==> src/logic/dif_regs.vh <==
`ifndef DIF_REGS_VH
`define DIF_REGS_VH
// Register byte offsets
`define DIF_CTRL_OFS    8'h00
`define DIF_FUNC_OFS    8'h04
`define DIF_SCAN_OFS    8'h08
`define DIF_STEP_OFS    8'h0C
`define DIF_FMAX_OFS    8'h10
`define DIF_STAT_OFS    8'h14
`define DIF_FREQ_OFS    8'h18
`define DIF_KPAD_OFS    8'h1C
`define DIF_PFRQ_OFS    8'h40
`define DIF_PACC_OFS    8'h60
// CTRL fields
`define DIF_RUNMODE_LSB 0
`define DIF_KEEP_LSB    2
`define DIF_POL_LSB     4
// Reset values
`define DIF_CTRL_RST    8'h00
`define DIF_FUNC_RST    25'h000_0000
`define DIF_SCAN_RST    8'h01
`define DIF_STEP_RST    9'h001
`define DIF_FMAX_RST    16'h1770
// Limits and codes
`define DIF_STEP_MAX    9'h1F4
`define DIF_SCAN_MAX    8'hC8
`define DIF_RUN_3WIRE   2'h2
`define DIF_KEEP_HOLD   2'h0
`define DIF_KEEP_ZERO   2'h1
`define DIF_BB_OFS      16'h01F4
// Timing
`define DIF_CLK_HZ      10000000
`define DIF_SCAN_US     1000
`define DIF_HOLD_MS     2000
`define DIF_RAMP_MS     100
`endif

==> src/logic/dif_decoder.v <==
`timescale 1ns/1ps
`include "dif_regs.vh"
module dif_decoder #(
    parameter integer TICK_CYC = `DIF_CLK_HZ / 1000000 * `DIF_SCAN_US
) (
    input  wire        clk_sys_i,
    input  wire        rst_b_i,
    input  wire        psel_i,
    input  wire        penable_i,
    input  wire        pwrite_i,
    input  wire [7:0]  paddr_i,
    input  wire [31:0] pwdata_i,
    output reg  [31:0] prdata_o,
    output reg         pready_o,
    output reg         pslverr_o,
    input  wire [4:0]  term_i,
    input  wire        run_cmd_i,
    output reg         run3_o,
    output reg         stop3_o,
    output reg         dir3_o,
    output reg  [2:0]  preset_idx_o,
    output reg  [15:0] preset_freq_o,
    output reg  [15:0] preset_acc_o,
    output reg  [15:0] preset_dec_o,
    output reg         jog_fwd_o,
    output reg         jog_rev_o,
    output reg         jog_stop_o,
    output reg         acc_set2_o,
    output reg         ramp_hold_o,
    output reg         run_alt_o,
    output reg         freq_alt_o,
    output reg         rapid_stop_o,
    output reg         base_block_o,
    output reg         bb_resume_o,
    output reg  [15:0] bb_sweep_lo_o,
    output reg  [15:0] bb_sweep_hi_o,
    output reg         pid_dis_o,
    output reg         fault_rst_o,
    output reg         auto_seq_o,
    output reg  [15:0] ud_freq_o
);
    reg  [7:0]  ctrl_r;
    reg  [24:0] func_r;
    reg  [7:0]  scan_r;
    reg  [8:0]  step_r;
    reg  [15:0] fmax_r;
    reg  [15:0] kpad_r;
    reg  [15:0] pfrq_r [0:7];
    reg  [31:0] pacc_r [0:7];
    reg  [13:0] tick_cnt_r;
    reg         tick_r;
    reg  [4:0]  s1_r;
    reg  [4:0]  s2_r;
    reg  [4:0]  s3_r;
    wire [4:0]  lvl_r;
    reg  [31:0] rd_nxt;
    reg         hit_nxt;
    reg  [10:0] hold_cnt_r;
    reg  [6:0]  ramp_cnt_r;
    reg         up_d_r;
    reg         dn_d_r;
    reg         run_d_r;
    reg         bb_d_r;
    reg         rst_d_r;
    reg         ud_off_r;
    reg  [16:0] up_sum;
    integer     k;

    wire        three_w = ctrl_r[`DIF_RUNMODE_LSB+1:`DIF_RUNMODE_LSB] == `DIF_RUN_3WIRE;
    wire [1:0]  keep    = ctrl_r[`DIF_KEEP_LSB+1:`DIF_KEEP_LSB];
    // Polarity lives in its own register so all five bits fit
    reg  [4:0]  pol_r;

    function fn_act;
        input [4:0]  code;
        input [24:0] funcs;
        input [4:0]  lvl;
        input        tw;
        integer      i;
        begin
            fn_act = 1'b0;
            for (i = 0; i < 5; i = i + 1) begin
                if (funcs[i*5 +: 5] == code && lvl[i] && !(tw && i < 3)) begin
                    fn_act = 1'b1;
                end
            end
        end
    endfunction

    wire f_ps4 = fn_act(5'h04, func_r, lvl_r, three_w);
    wire f_ps2 = fn_act(5'h03, func_r, lvl_r, three_w);
    wire f_ps1 = fn_act(5'h02, func_r, lvl_r, three_w);
    wire f_jf  = fn_act(5'h06, func_r, lvl_r, three_w);
    wire f_jr  = fn_act(5'h07, func_r, lvl_r, three_w);
    wire f_up  = fn_act(5'h08, func_r, lvl_r, three_w);
    wire f_dn  = fn_act(5'h09, func_r, lvl_r, three_w);
    wire f_acc = fn_act(5'h0A, func_r, lvl_r, three_w);
    wire f_hld = fn_act(5'h0B, func_r, lvl_r, three_w);
    wire f_run = fn_act(5'h0C, func_r, lvl_r, three_w);
    wire f_frq = fn_act(5'h0D, func_r, lvl_r, three_w);
    wire f_es  = fn_act(5'h0E, func_r, lvl_r, three_w);
    wire f_bb  = fn_act(5'h0F, func_r, lvl_r, three_w);
    wire f_pid = fn_act(5'h10, func_r, lvl_r, three_w);
    wire f_rst = fn_act(5'h11, func_r, lvl_r, three_w);
    wire f_seq = fn_act(5'h12, func_r, lvl_r, three_w);
    wire [2:0] idx = {f_ps4, f_ps2, f_ps1};

    wire acc_ph = psel_i && penable_i && pready_o;
    wire wr_en  = acc_ph && pwrite_i;

    // Scan tick divider
    always @(posedge clk_sys_i) begin
        if (!rst_b_i) begin
            tick_cnt_r <= 14'h0000;
            tick_r     <= 1'b0;
        end else if (tick_cnt_r == TICK_CYC[13:0] - 14'h0001) begin
            tick_cnt_r <= 14'h0000;
            tick_r     <= 1'b1;
        end else begin
            tick_cnt_r <= tick_cnt_r + 14'h0001;
            tick_r     <= 1'b0;
        end
    end

    // Pin synchroniser, a change is seen once stages two and three agree
    always @(posedge clk_sys_i) begin
        if (!rst_b_i) begin
            s1_r <= 5'h00;
            s2_r <= 5'h00;
            s3_r <= 5'h00;
        end else begin
            s1_r <= term_i;
            s2_r <= s1_r;
            s3_r <= s2_r;
        end
    end

    genvar g;
    generate
        for (g = 0; g < 5; g = g + 1) begin : g_deb
            reg [7:0] cnt_r;
            reg       lvl_q;
            wire      pin = s3_r[g] ^ pol_r[g];
            assign lvl_r[g] = lvl_q;
            always @(posedge clk_sys_i) begin
                if (!rst_b_i) begin
                    cnt_r <= 8'h00;
                    lvl_q <= 1'b0;
                end else if (s2_r[g] != s3_r[g] || pin == lvl_q) begin
                    cnt_r <= 8'h00;
                end else if (tick_r) begin
                    // Shorter pulses restart the count and are dropped as noise
                    if (cnt_r + 8'h01 >= scan_r) begin
                        cnt_r <= 8'h00;
                        lvl_q <= pin;
                    end else begin
                        cnt_r <= cnt_r + 8'h01;
                    end
                end
            end
        end
    endgenerate

    // Register read mux
    always @* begin
        rd_nxt  = 32'h0000_0000;
        hit_nxt = 1'b1;
        case (paddr_i)
            `DIF_CTRL_OFS: rd_nxt = {19'h0_0000, pol_r, ctrl_r[3:0], 4'h0} >> 4;
            `DIF_FUNC_OFS: rd_nxt = {7'h00, func_r};
            `DIF_SCAN_OFS: rd_nxt = {24'h00_0000, scan_r};
            `DIF_STEP_OFS: rd_nxt = {23'h00_0000, step_r};
            `DIF_FMAX_OFS: rd_nxt = {16'h0000, fmax_r};
            `DIF_STAT_OFS: rd_nxt = {24'h00_0000, ud_off_r, rapid_stop_o, idx, 3'h0} |
                                    {27'h000_0000, lvl_r};
            `DIF_FREQ_OFS: rd_nxt = {16'h0000, ud_freq_o};
            `DIF_KPAD_OFS: rd_nxt = {16'h0000, kpad_r};
            default: begin
                if (paddr_i[7:5] == 3'h2 && paddr_i[1:0] == 2'h0) begin
                    rd_nxt = {16'h0000, pfrq_r[paddr_i[4:2]]};
                end else if (paddr_i[7:5] == 3'h3 && paddr_i[1:0] == 2'h0) begin
                    rd_nxt = pacc_r[paddr_i[4:2]];
                end else begin
                    hit_nxt = 1'b0;
                end
            end
        endcase
    end

    // APB slave, one wait state per transfer
    always @(posedge clk_sys_i) begin
        if (!rst_b_i) begin
            pready_o  <= 1'b0;
            pslverr_o <= 1'b0;
            prdata_o  <= 32'h0000_0000;
        end else begin
            pready_o  <= psel_i && penable_i && !pready_o;
            pslverr_o <= psel_i && penable_i && !pready_o && !hit_nxt;
            prdata_o  <= (psel_i && !pwrite_i) ? rd_nxt : 32'h0000_0000;
        end
    end

    always @(posedge clk_sys_i) begin
        if (!rst_b_i) begin
            ctrl_r <= `DIF_CTRL_RST;
            pol_r  <= 5'h00;
            func_r <= `DIF_FUNC_RST;
            scan_r <= `DIF_SCAN_RST;
            step_r <= `DIF_STEP_RST;
            fmax_r <= `DIF_FMAX_RST;
            for (k = 0; k < 8; k = k + 1) begin
                pfrq_r[k] <= 16'h0000;
                pacc_r[k] <= 32'h0000_0000;
            end
        end else if (wr_en) begin
            case (paddr_i)
                `DIF_CTRL_OFS: begin
                    ctrl_r <= {4'h0, pwdata_i[3:0]};
                    pol_r  <= pwdata_i[8:4];
                end
                `DIF_FUNC_OFS: func_r <= pwdata_i[24:0];
                `DIF_SCAN_OFS: begin
                    if (pwdata_i[7:0] != 8'h00 && pwdata_i[7:0] <= `DIF_SCAN_MAX) begin
                        scan_r <= pwdata_i[7:0];
                    end
                end
                `DIF_STEP_OFS: begin
                    if (pwdata_i[8:0] <= `DIF_STEP_MAX && pwdata_i[31:9] == 23'h00_0000) begin
                        step_r <= pwdata_i[8:0];
                    end
                end
                `DIF_FMAX_OFS: fmax_r <= pwdata_i[15:0];
                default: begin
                    if (paddr_i[7:5] == 3'h2 && paddr_i[1:0] == 2'h0) begin
                        pfrq_r[paddr_i[4:2]] <= pwdata_i[15:0];
                    end else if (paddr_i[7:5] == 3'h3 && paddr_i[1:0] == 2'h0) begin
                        pacc_r[paddr_i[4:2]] <= pwdata_i;
                    end
                end
            endcase
        end
    end

    // Up/down frequency engine
    wire stop_ev  = run_d_r && !run_cmd_i;
    wire up_edge  = f_up && !up_d_r;
    wire dn_edge  = f_dn && !dn_d_r;
    wire held     = hold_cnt_r == `DIF_HOLD_MS;
    wire ramp_ev  = held && tick_r && ramp_cnt_r == `DIF_RAMP_MS - 1;
    wire ud_ok    = !ud_off_r && !f_hld;
    wire [15:0] stp = {7'h00, step_r};

    always @* begin
        up_sum = {1'b0, ud_freq_o} + {1'b0, stp};
    end

    always @(posedge clk_sys_i) begin
        if (!rst_b_i) begin
            ud_freq_o  <= 16'h0000;
            kpad_r     <= 16'h0000;
            hold_cnt_r <= 11'h000;
            ramp_cnt_r <= 7'h00;
            up_d_r     <= 1'b0;
            dn_d_r     <= 1'b0;
            run_d_r    <= 1'b0;
            ud_off_r   <= 1'b0;
        end else begin
            up_d_r  <= f_up;
            dn_d_r  <= f_dn;
            run_d_r <= run_cmd_i;
            if (f_up == f_dn) begin
                hold_cnt_r <= 11'h000;
            end else if (tick_r && !held) begin
                hold_cnt_r <= hold_cnt_r + 11'h001;
            end
            if (!held || ramp_ev) begin
                ramp_cnt_r <= 7'h00;
            end else if (tick_r) begin
                ramp_cnt_r <= ramp_cnt_r + 7'h01;
            end
            if (run_cmd_i && !run_d_r) begin
                ud_off_r <= 1'b0;
            end
            if (stop_ev) begin
                if (keep == `DIF_KEEP_ZERO) begin
                    ud_freq_o <= 16'h0000;
                end else begin
                    kpad_r <= ud_freq_o;
                    ud_off_r <= keep == `DIF_KEEP_HOLD;
                end
            end else if (ud_ok && f_up && !f_dn && (up_edge || ramp_ev)) begin
                ud_freq_o <= (up_sum > {1'b0, fmax_r}) ? fmax_r : up_sum[15:0];
            end else if (ud_ok && f_dn && !f_up && (dn_edge || ramp_ev)) begin
                ud_freq_o <= (ud_freq_o < stp) ? 16'h0000 : ud_freq_o - stp;
            end
            if (wr_en && paddr_i == `DIF_KPAD_OFS && !stop_ev) begin
                kpad_r <= pwdata_i[15:0];
            end
        end
    end

    // Decoded command outputs
    always @(posedge clk_sys_i) begin
        if (!rst_b_i) begin
            run3_o        <= 1'b0;
            stop3_o       <= 1'b0;
            dir3_o        <= 1'b0;
            preset_idx_o  <= 3'h0;
            preset_freq_o <= 16'h0000;
            preset_acc_o  <= 16'h0000;
            preset_dec_o  <= 16'h0000;
            jog_fwd_o     <= 1'b0;
            jog_rev_o     <= 1'b0;
            jog_stop_o    <= 1'b0;
            acc_set2_o    <= 1'b0;
            ramp_hold_o   <= 1'b0;
            run_alt_o     <= 1'b0;
            freq_alt_o    <= 1'b0;
            rapid_stop_o  <= 1'b0;
            base_block_o  <= 1'b0;
            bb_resume_o   <= 1'b0;
            bb_sweep_lo_o <= 16'h0000;
            bb_sweep_hi_o <= 16'h0000;
            pid_dis_o     <= 1'b0;
            fault_rst_o   <= 1'b0;
            auto_seq_o    <= 1'b0;
            bb_d_r        <= 1'b0;
            rst_d_r       <= 1'b0;
        end else begin
            run3_o        <= three_w && lvl_r[0];
            stop3_o       <= three_w && lvl_r[1];
            dir3_o        <= three_w && lvl_r[2];
            preset_idx_o  <= idx;
            preset_freq_o <= pfrq_r[idx];
            preset_acc_o  <= pacc_r[idx][15:0];
            preset_dec_o  <= pacc_r[idx][31:16];
            jog_fwd_o     <= f_jf && !f_jr;
            jog_rev_o     <= f_jr && !f_jf;
            jog_stop_o    <= f_jf && f_jr;
            acc_set2_o    <= f_acc || f_es;
            ramp_hold_o   <= f_hld;
            run_alt_o     <= f_run;
            freq_alt_o    <= f_frq;
            // Latched until a fresh run request once the input is gone
            if (f_es) begin
                rapid_stop_o <= 1'b1;
            end else if (run_cmd_i && !run_d_r) begin
                rapid_stop_o <= 1'b0;
            end
            bb_d_r        <= f_bb;
            base_block_o  <= f_bb;
            bb_resume_o   <= bb_d_r && !f_bb;
            bb_sweep_lo_o <= (kpad_r < `DIF_BB_OFS) ? 16'h0000 : kpad_r - `DIF_BB_OFS;
            bb_sweep_hi_o <= kpad_r + `DIF_BB_OFS;
            pid_dis_o     <= f_pid;
            rst_d_r       <= f_rst;
            fault_rst_o   <= f_rst && !rst_d_r;
            auto_seq_o    <= f_seq;
        end
    end
endmodule // dif_decoder

==> config.mk <==
export PLATFORM = sky130hd
export DESIGN_NAME = dif_decoder
export DESIGN_NICKNAME = d
export VERILOG_FILES = /design/src/logic/dif_decoder.v
export VERILOG_INCLUDE_DIRS = /design/src /design/src/logic
export SDC_FILE = /design/constraint.sdc
export NUM_CORES = 2
export LEC_CHECK = 0
export BUFFER_PORTS_ARGS = -buffer_cell sky130_fd_sc_hd__buf_4
export CORE_MARGIN = 10
export CORE_UTILIZATION = 56
export CTS_CLUSTER_SIZE = 20
export DETAILED_ROUTE_END_ITERATION = 12
export PLACE_DENSITY = 0.86
export RECOVER_POWER = 25
export SETUP_SLACK_MARGIN = 0.02
export SYNTH_ARGS = -nofsm -noshare
export SYNTH_HDL_FRONTEND = slang
export SYNTH_SLANG_ARGS = --single-unit
==> constraint.sdc <==
create_clock -name clk_sys_i -period 4.35 [get_ports clk_sys_i]
set_input_delay 0.2175 -clock clk_sys_i [delete_from_list [all_inputs] [get_ports clk_sys_i]]
set_output_delay 0.2175 -clock clk_sys_i [all_outputs]
set_load 0.1 [all_outputs]
==> results.sh <==
export IMPL_die_area_mm2=0.0761
export IMPL_worst_min_path_class="in -> reg"
export IMPL_io_pins=200
export IMPL_grt_start_max_net_pins=65
export IMPL_holdCritStartpoint="pwdata_i[2]"
export IMPL_failed_checks="capacitance limit, slew limit"
export IMPL_yosys_top_cells_area="sky130_fd_sc_hd__edfxtp_1, sky130_fd_sc_hd__dfxtp_1, sky130_fd_sc_hd__mux4_2, sky130_fd_sc_hd__and2_1, sky130_fd_sc_hd__and3_1"
export IMPL_timing_worst_setup_path_type="in -> reg"
export IMPL_critPathLaunchType="input pin"
export IMPL_power_share_combinational_pct=6.5
export IMPL_slew_violations=142
export IMPL_overflow_after_grt=0
export IMPL_area_grow_syn2layout_pct=12.2
export IMPL_dr_total_vias=29000
export IMPL_firstDrtPassIters=12
export IMPL_detail_route_wirelength_um=115000
export IMPL_syn_area_mm2=0.0366
export IMPL_yosys_register_bits=714
export IMPL_cp_startpoint="rst_b_i"
export IMPL_report_power_total_mw=14.8
export IMPL_register_clock_pin_slew_on_the_reported_worst_setup_and_hold_paths_ns=0.06
export IMPL_worst_slew_margin_rel_pct=-75.7
export IMPL_grtUsageTotal_pct=29.4
export IMPL_period_needed_ns=4.13
export IMPL_stdcell_count=4248
export IMPL_area_of_all_placed_cells_without_fillers_mm2=0.0411
export IMPL_cts_num_sinks=714
export IMPL_finalHoldViolations=0
export IMPL_via_count_of_the_first_global_routing_pass=28500
export IMPL_cts_buffer_depth=3
export IMPL_postSynthNetCount=3356
export IMPL_setup_viol=0
export IMPL_placement_rows=93
export IMPL_htreeDepth=3
export IMPL_timing_clock_skew_ns=0.0307
export IMPL_grt_antenna_before_repair=5
export IMPL_drt_antenna_violating_nets=0
export IMPL_path_max_fanout=32
export IMPL_top_cell_type_s_share_of_synthesized_area_pct=31.5
export IMPL_post_place_ws_ns=0.124
export IMPL_rr_startpoint="step_r[2]"
export IMPL_core_area_mm2=0.0646
export IMPL_cts_buffers_inserted=76
export IMPL_power_share_sequential_pct=49.2
export IMPL_instance_count_of_the_mapped_netlist=3218
export IMPL_cellInternalPower_mw=11.3
export IMPL_synth_most_common_cell="sky130_fd_sc_hd__edfxtp_1"
export IMPL_postSynthAreaPerCell_um2=11.4
export IMPL_swShare_pct=23.8
export IMPL_synth_lib_cells_used_distinct=90
export IMPL_synth_flop_cell="sky130_fd_sc_hd__edfxtp_1"
export IMPL_asyncSetResetFlopFracSynth_pct=0
export IMPL_nets=3469
export IMPL_finalWorstSetupSlack_ns=0.217
export IMPL_remaining_drc_errors=0
export IMPL_hpwlAfterDp_um=71300
export IMPL_start_util_pct=56.7
export IMPL_gp_congestion=0.940
export IMPL_iteration_0_drc_count_of_the_detailed_router=4670
export IMPL_die_height_um=276
export IMPL_yosysTopAreaCell="sky130_fd_sc_hd__edfxtp_1"
export IMPL_cellPowerDensity_mw_per_mm2=361
export IMPL_placed_cells_incl_taps=4075
export IMPL_unrepaired_setup_endpoints_after_global_routing="no"
export IMPL_viasPerCell=6.84
export IMPL_upper_clock_frequency_limit_ghz=0.242
export IMPL_share_of_layout_cells_above_drive_strength_1_pct=14.4
export IMPL_clk_root_buffer_cell="sky130_fd_sc_hd__clkbuf_16"
export IMPL_io_buffers=199
export IMPL_synthesis_yosys_warnings=0
export IMPL_static_leakage_power_nw=15.6
export IMPL_worst_setup_path_end_kind="register"
export IMPL_cap_viol_max_count=5
export IMPL_worst_skew_pair_late_latency_ns=0.64
export IMPL_run_status="finished, violations left"
export IMPL_synth_seq_area_share_pct=49.5
export IMPL_floorplan_die_width_um=276
export IMPL_wire_per_inst_um=27.0
export IMPL_arrival_ns=4.39
export IMPL_fin_crit_sh_pct=95.0
export IMPL_critical_path_required_ns=4.60
export IMPL_netlist_top_cells_count="sky130_fd_sc_hd__edfxtp_1, sky130_fd_sc_hd__dfxtp_1, sky130_fd_sc_hd__nor2_1, sky130_fd_sc_hd__and2_1, sky130_fd_sc_hd__clkbuf_1"
export IMPL_pwr_share_clk_pct=44.2
export IMPL_placed_cell_area_mm2=0.0388
export IMPL_switch_pwr_mw=3.53
export IMPL_grt_pass1_wl_um=171000
export IMPL_whs_ns=0.0181
export IMPL_transition_time_of_the_tightest_slew_check_pin_ns=2.64
export IMPL_cts_tree="done"
export IMPL_max_vdd_ir_drop_v=0.000259
export IMPL_synth_edf_count=384
==> final timing paths <==
check,slack [ns],cells past startpoint,to
worst max register to register,0.28,18,ud_freq_o[3]
worst max-delay path,0.22,7,pacc_r[0][31]
worst min-delay path,0.02,3,func_r[2]
worst min register to register,0.44,1,s2_r[0]
==> layer usage <==
metal	GRT usage (%)	vias up	wire length (um)
met5	1.09	-	132
met4	14.6	6	6190
met3	9.31	471	16400
met2	45.9	2466	52200
met1	36.6	13900	39600
li1	-	12200	-
==> repair_timing <==
action,CTS,global route
buffers inserted,0,1
hold buffers,32,0
endpoints found under the setup margin,0,12
gates resized for setup,0,11
hold endpoints to repair,156,0
==> final cells by class <==
type	instances	area [um2]
fillers	4715	23500
inverters	66	251
well taps	855	1070
multi-input cells	2173	17300
repair buffers	300	1830
clock buffers	107	2150
flip-flops and latches	714	18100
diodes	1	2.50
clock inverters	32	353
==> layout by cell type, fill, tap and decap left out, types with 89 or more instances in the layout <==
master                     count
sky130_fd_sc_hd__nand2_1     193
sky130_fd_sc_hd__nor2_1      256
sky130_fd_sc_hd__buf_4       100
sky130_fd_sc_hd__mux4_2      201
sky130_fd_sc_hd__a21oi_1     151
sky130_fd_sc_hd__mux2i_1      89
sky130_fd_sc_hd__edfxtp_1    384
sky130_fd_sc_hd__and3_1      191
sky130_fd_sc_hd__clkbuf_1    178
sky130_fd_sc_hd__dfxtp_1     322
sky130_fd_sc_hd__and2_1      239
==> state kept, by name (all words and copies together) (netlist names), 25 cells and up <==
register and cells:
func_r 25, g_deb.cnt_r 40, pacc_r 256, pfrq_r 128
prdata_o 32
==> power by group through the flow <==
stage          logic (mW)  clock network, mW  registers (mW)
6_report            0.968               6.57            7.31
5_1_grt             0.987               6.85            7.32
4_1_cts             0.955               6.60            7.31
3_5_place_dp        0.923                  0            7.45
3_3_place_gp        0.913                  0            7.43
2_1_floorplan       0.453                  0            7.56
==> worst max-delay path: stages <==
cell                         delay [ns]
sky130_fd_sc_hd__clkbuf_1          0.20
sky130_fd_sc_hd__clkinvlp_2        1.20
sky130_fd_sc_hd__nor2_1            0.63
sky130_fd_sc_hd__nand3_1           0.29
sky130_fd_sc_hd__clkbuf_1          0.50
sky130_fd_sc_hd__nor4_2            0.38
sky130_fd_sc_hd__nand2b_2          0.92
==> logic make-up (layout without fill, tap and decap cells) <==
kind of cell	after synthesis	after routing	share of synthesized area [%]
AO/OA/AOI/OAI	505	505	9.33
XOR/XNOR	97	97	2.32
adder cells (fa/ha/maj)	87	87	3.01
buffers and inverters	331	505	3.74
flip-flops	714	714	49.5
multiplexers	293	293	14.9
other	0	1	0
AND/OR/NAND/NOR	1191	1191	17.2
==> per-stage QoR <==
stage	setup TNS, ns	util, %
final	0	63.7
after global placement	0	60.1
after floorplan	-16.89	-
after CTS	0	64.5
after detailed placement	0	60.1
after global routing	0	63.7
(Power assumes the default switching activity.)
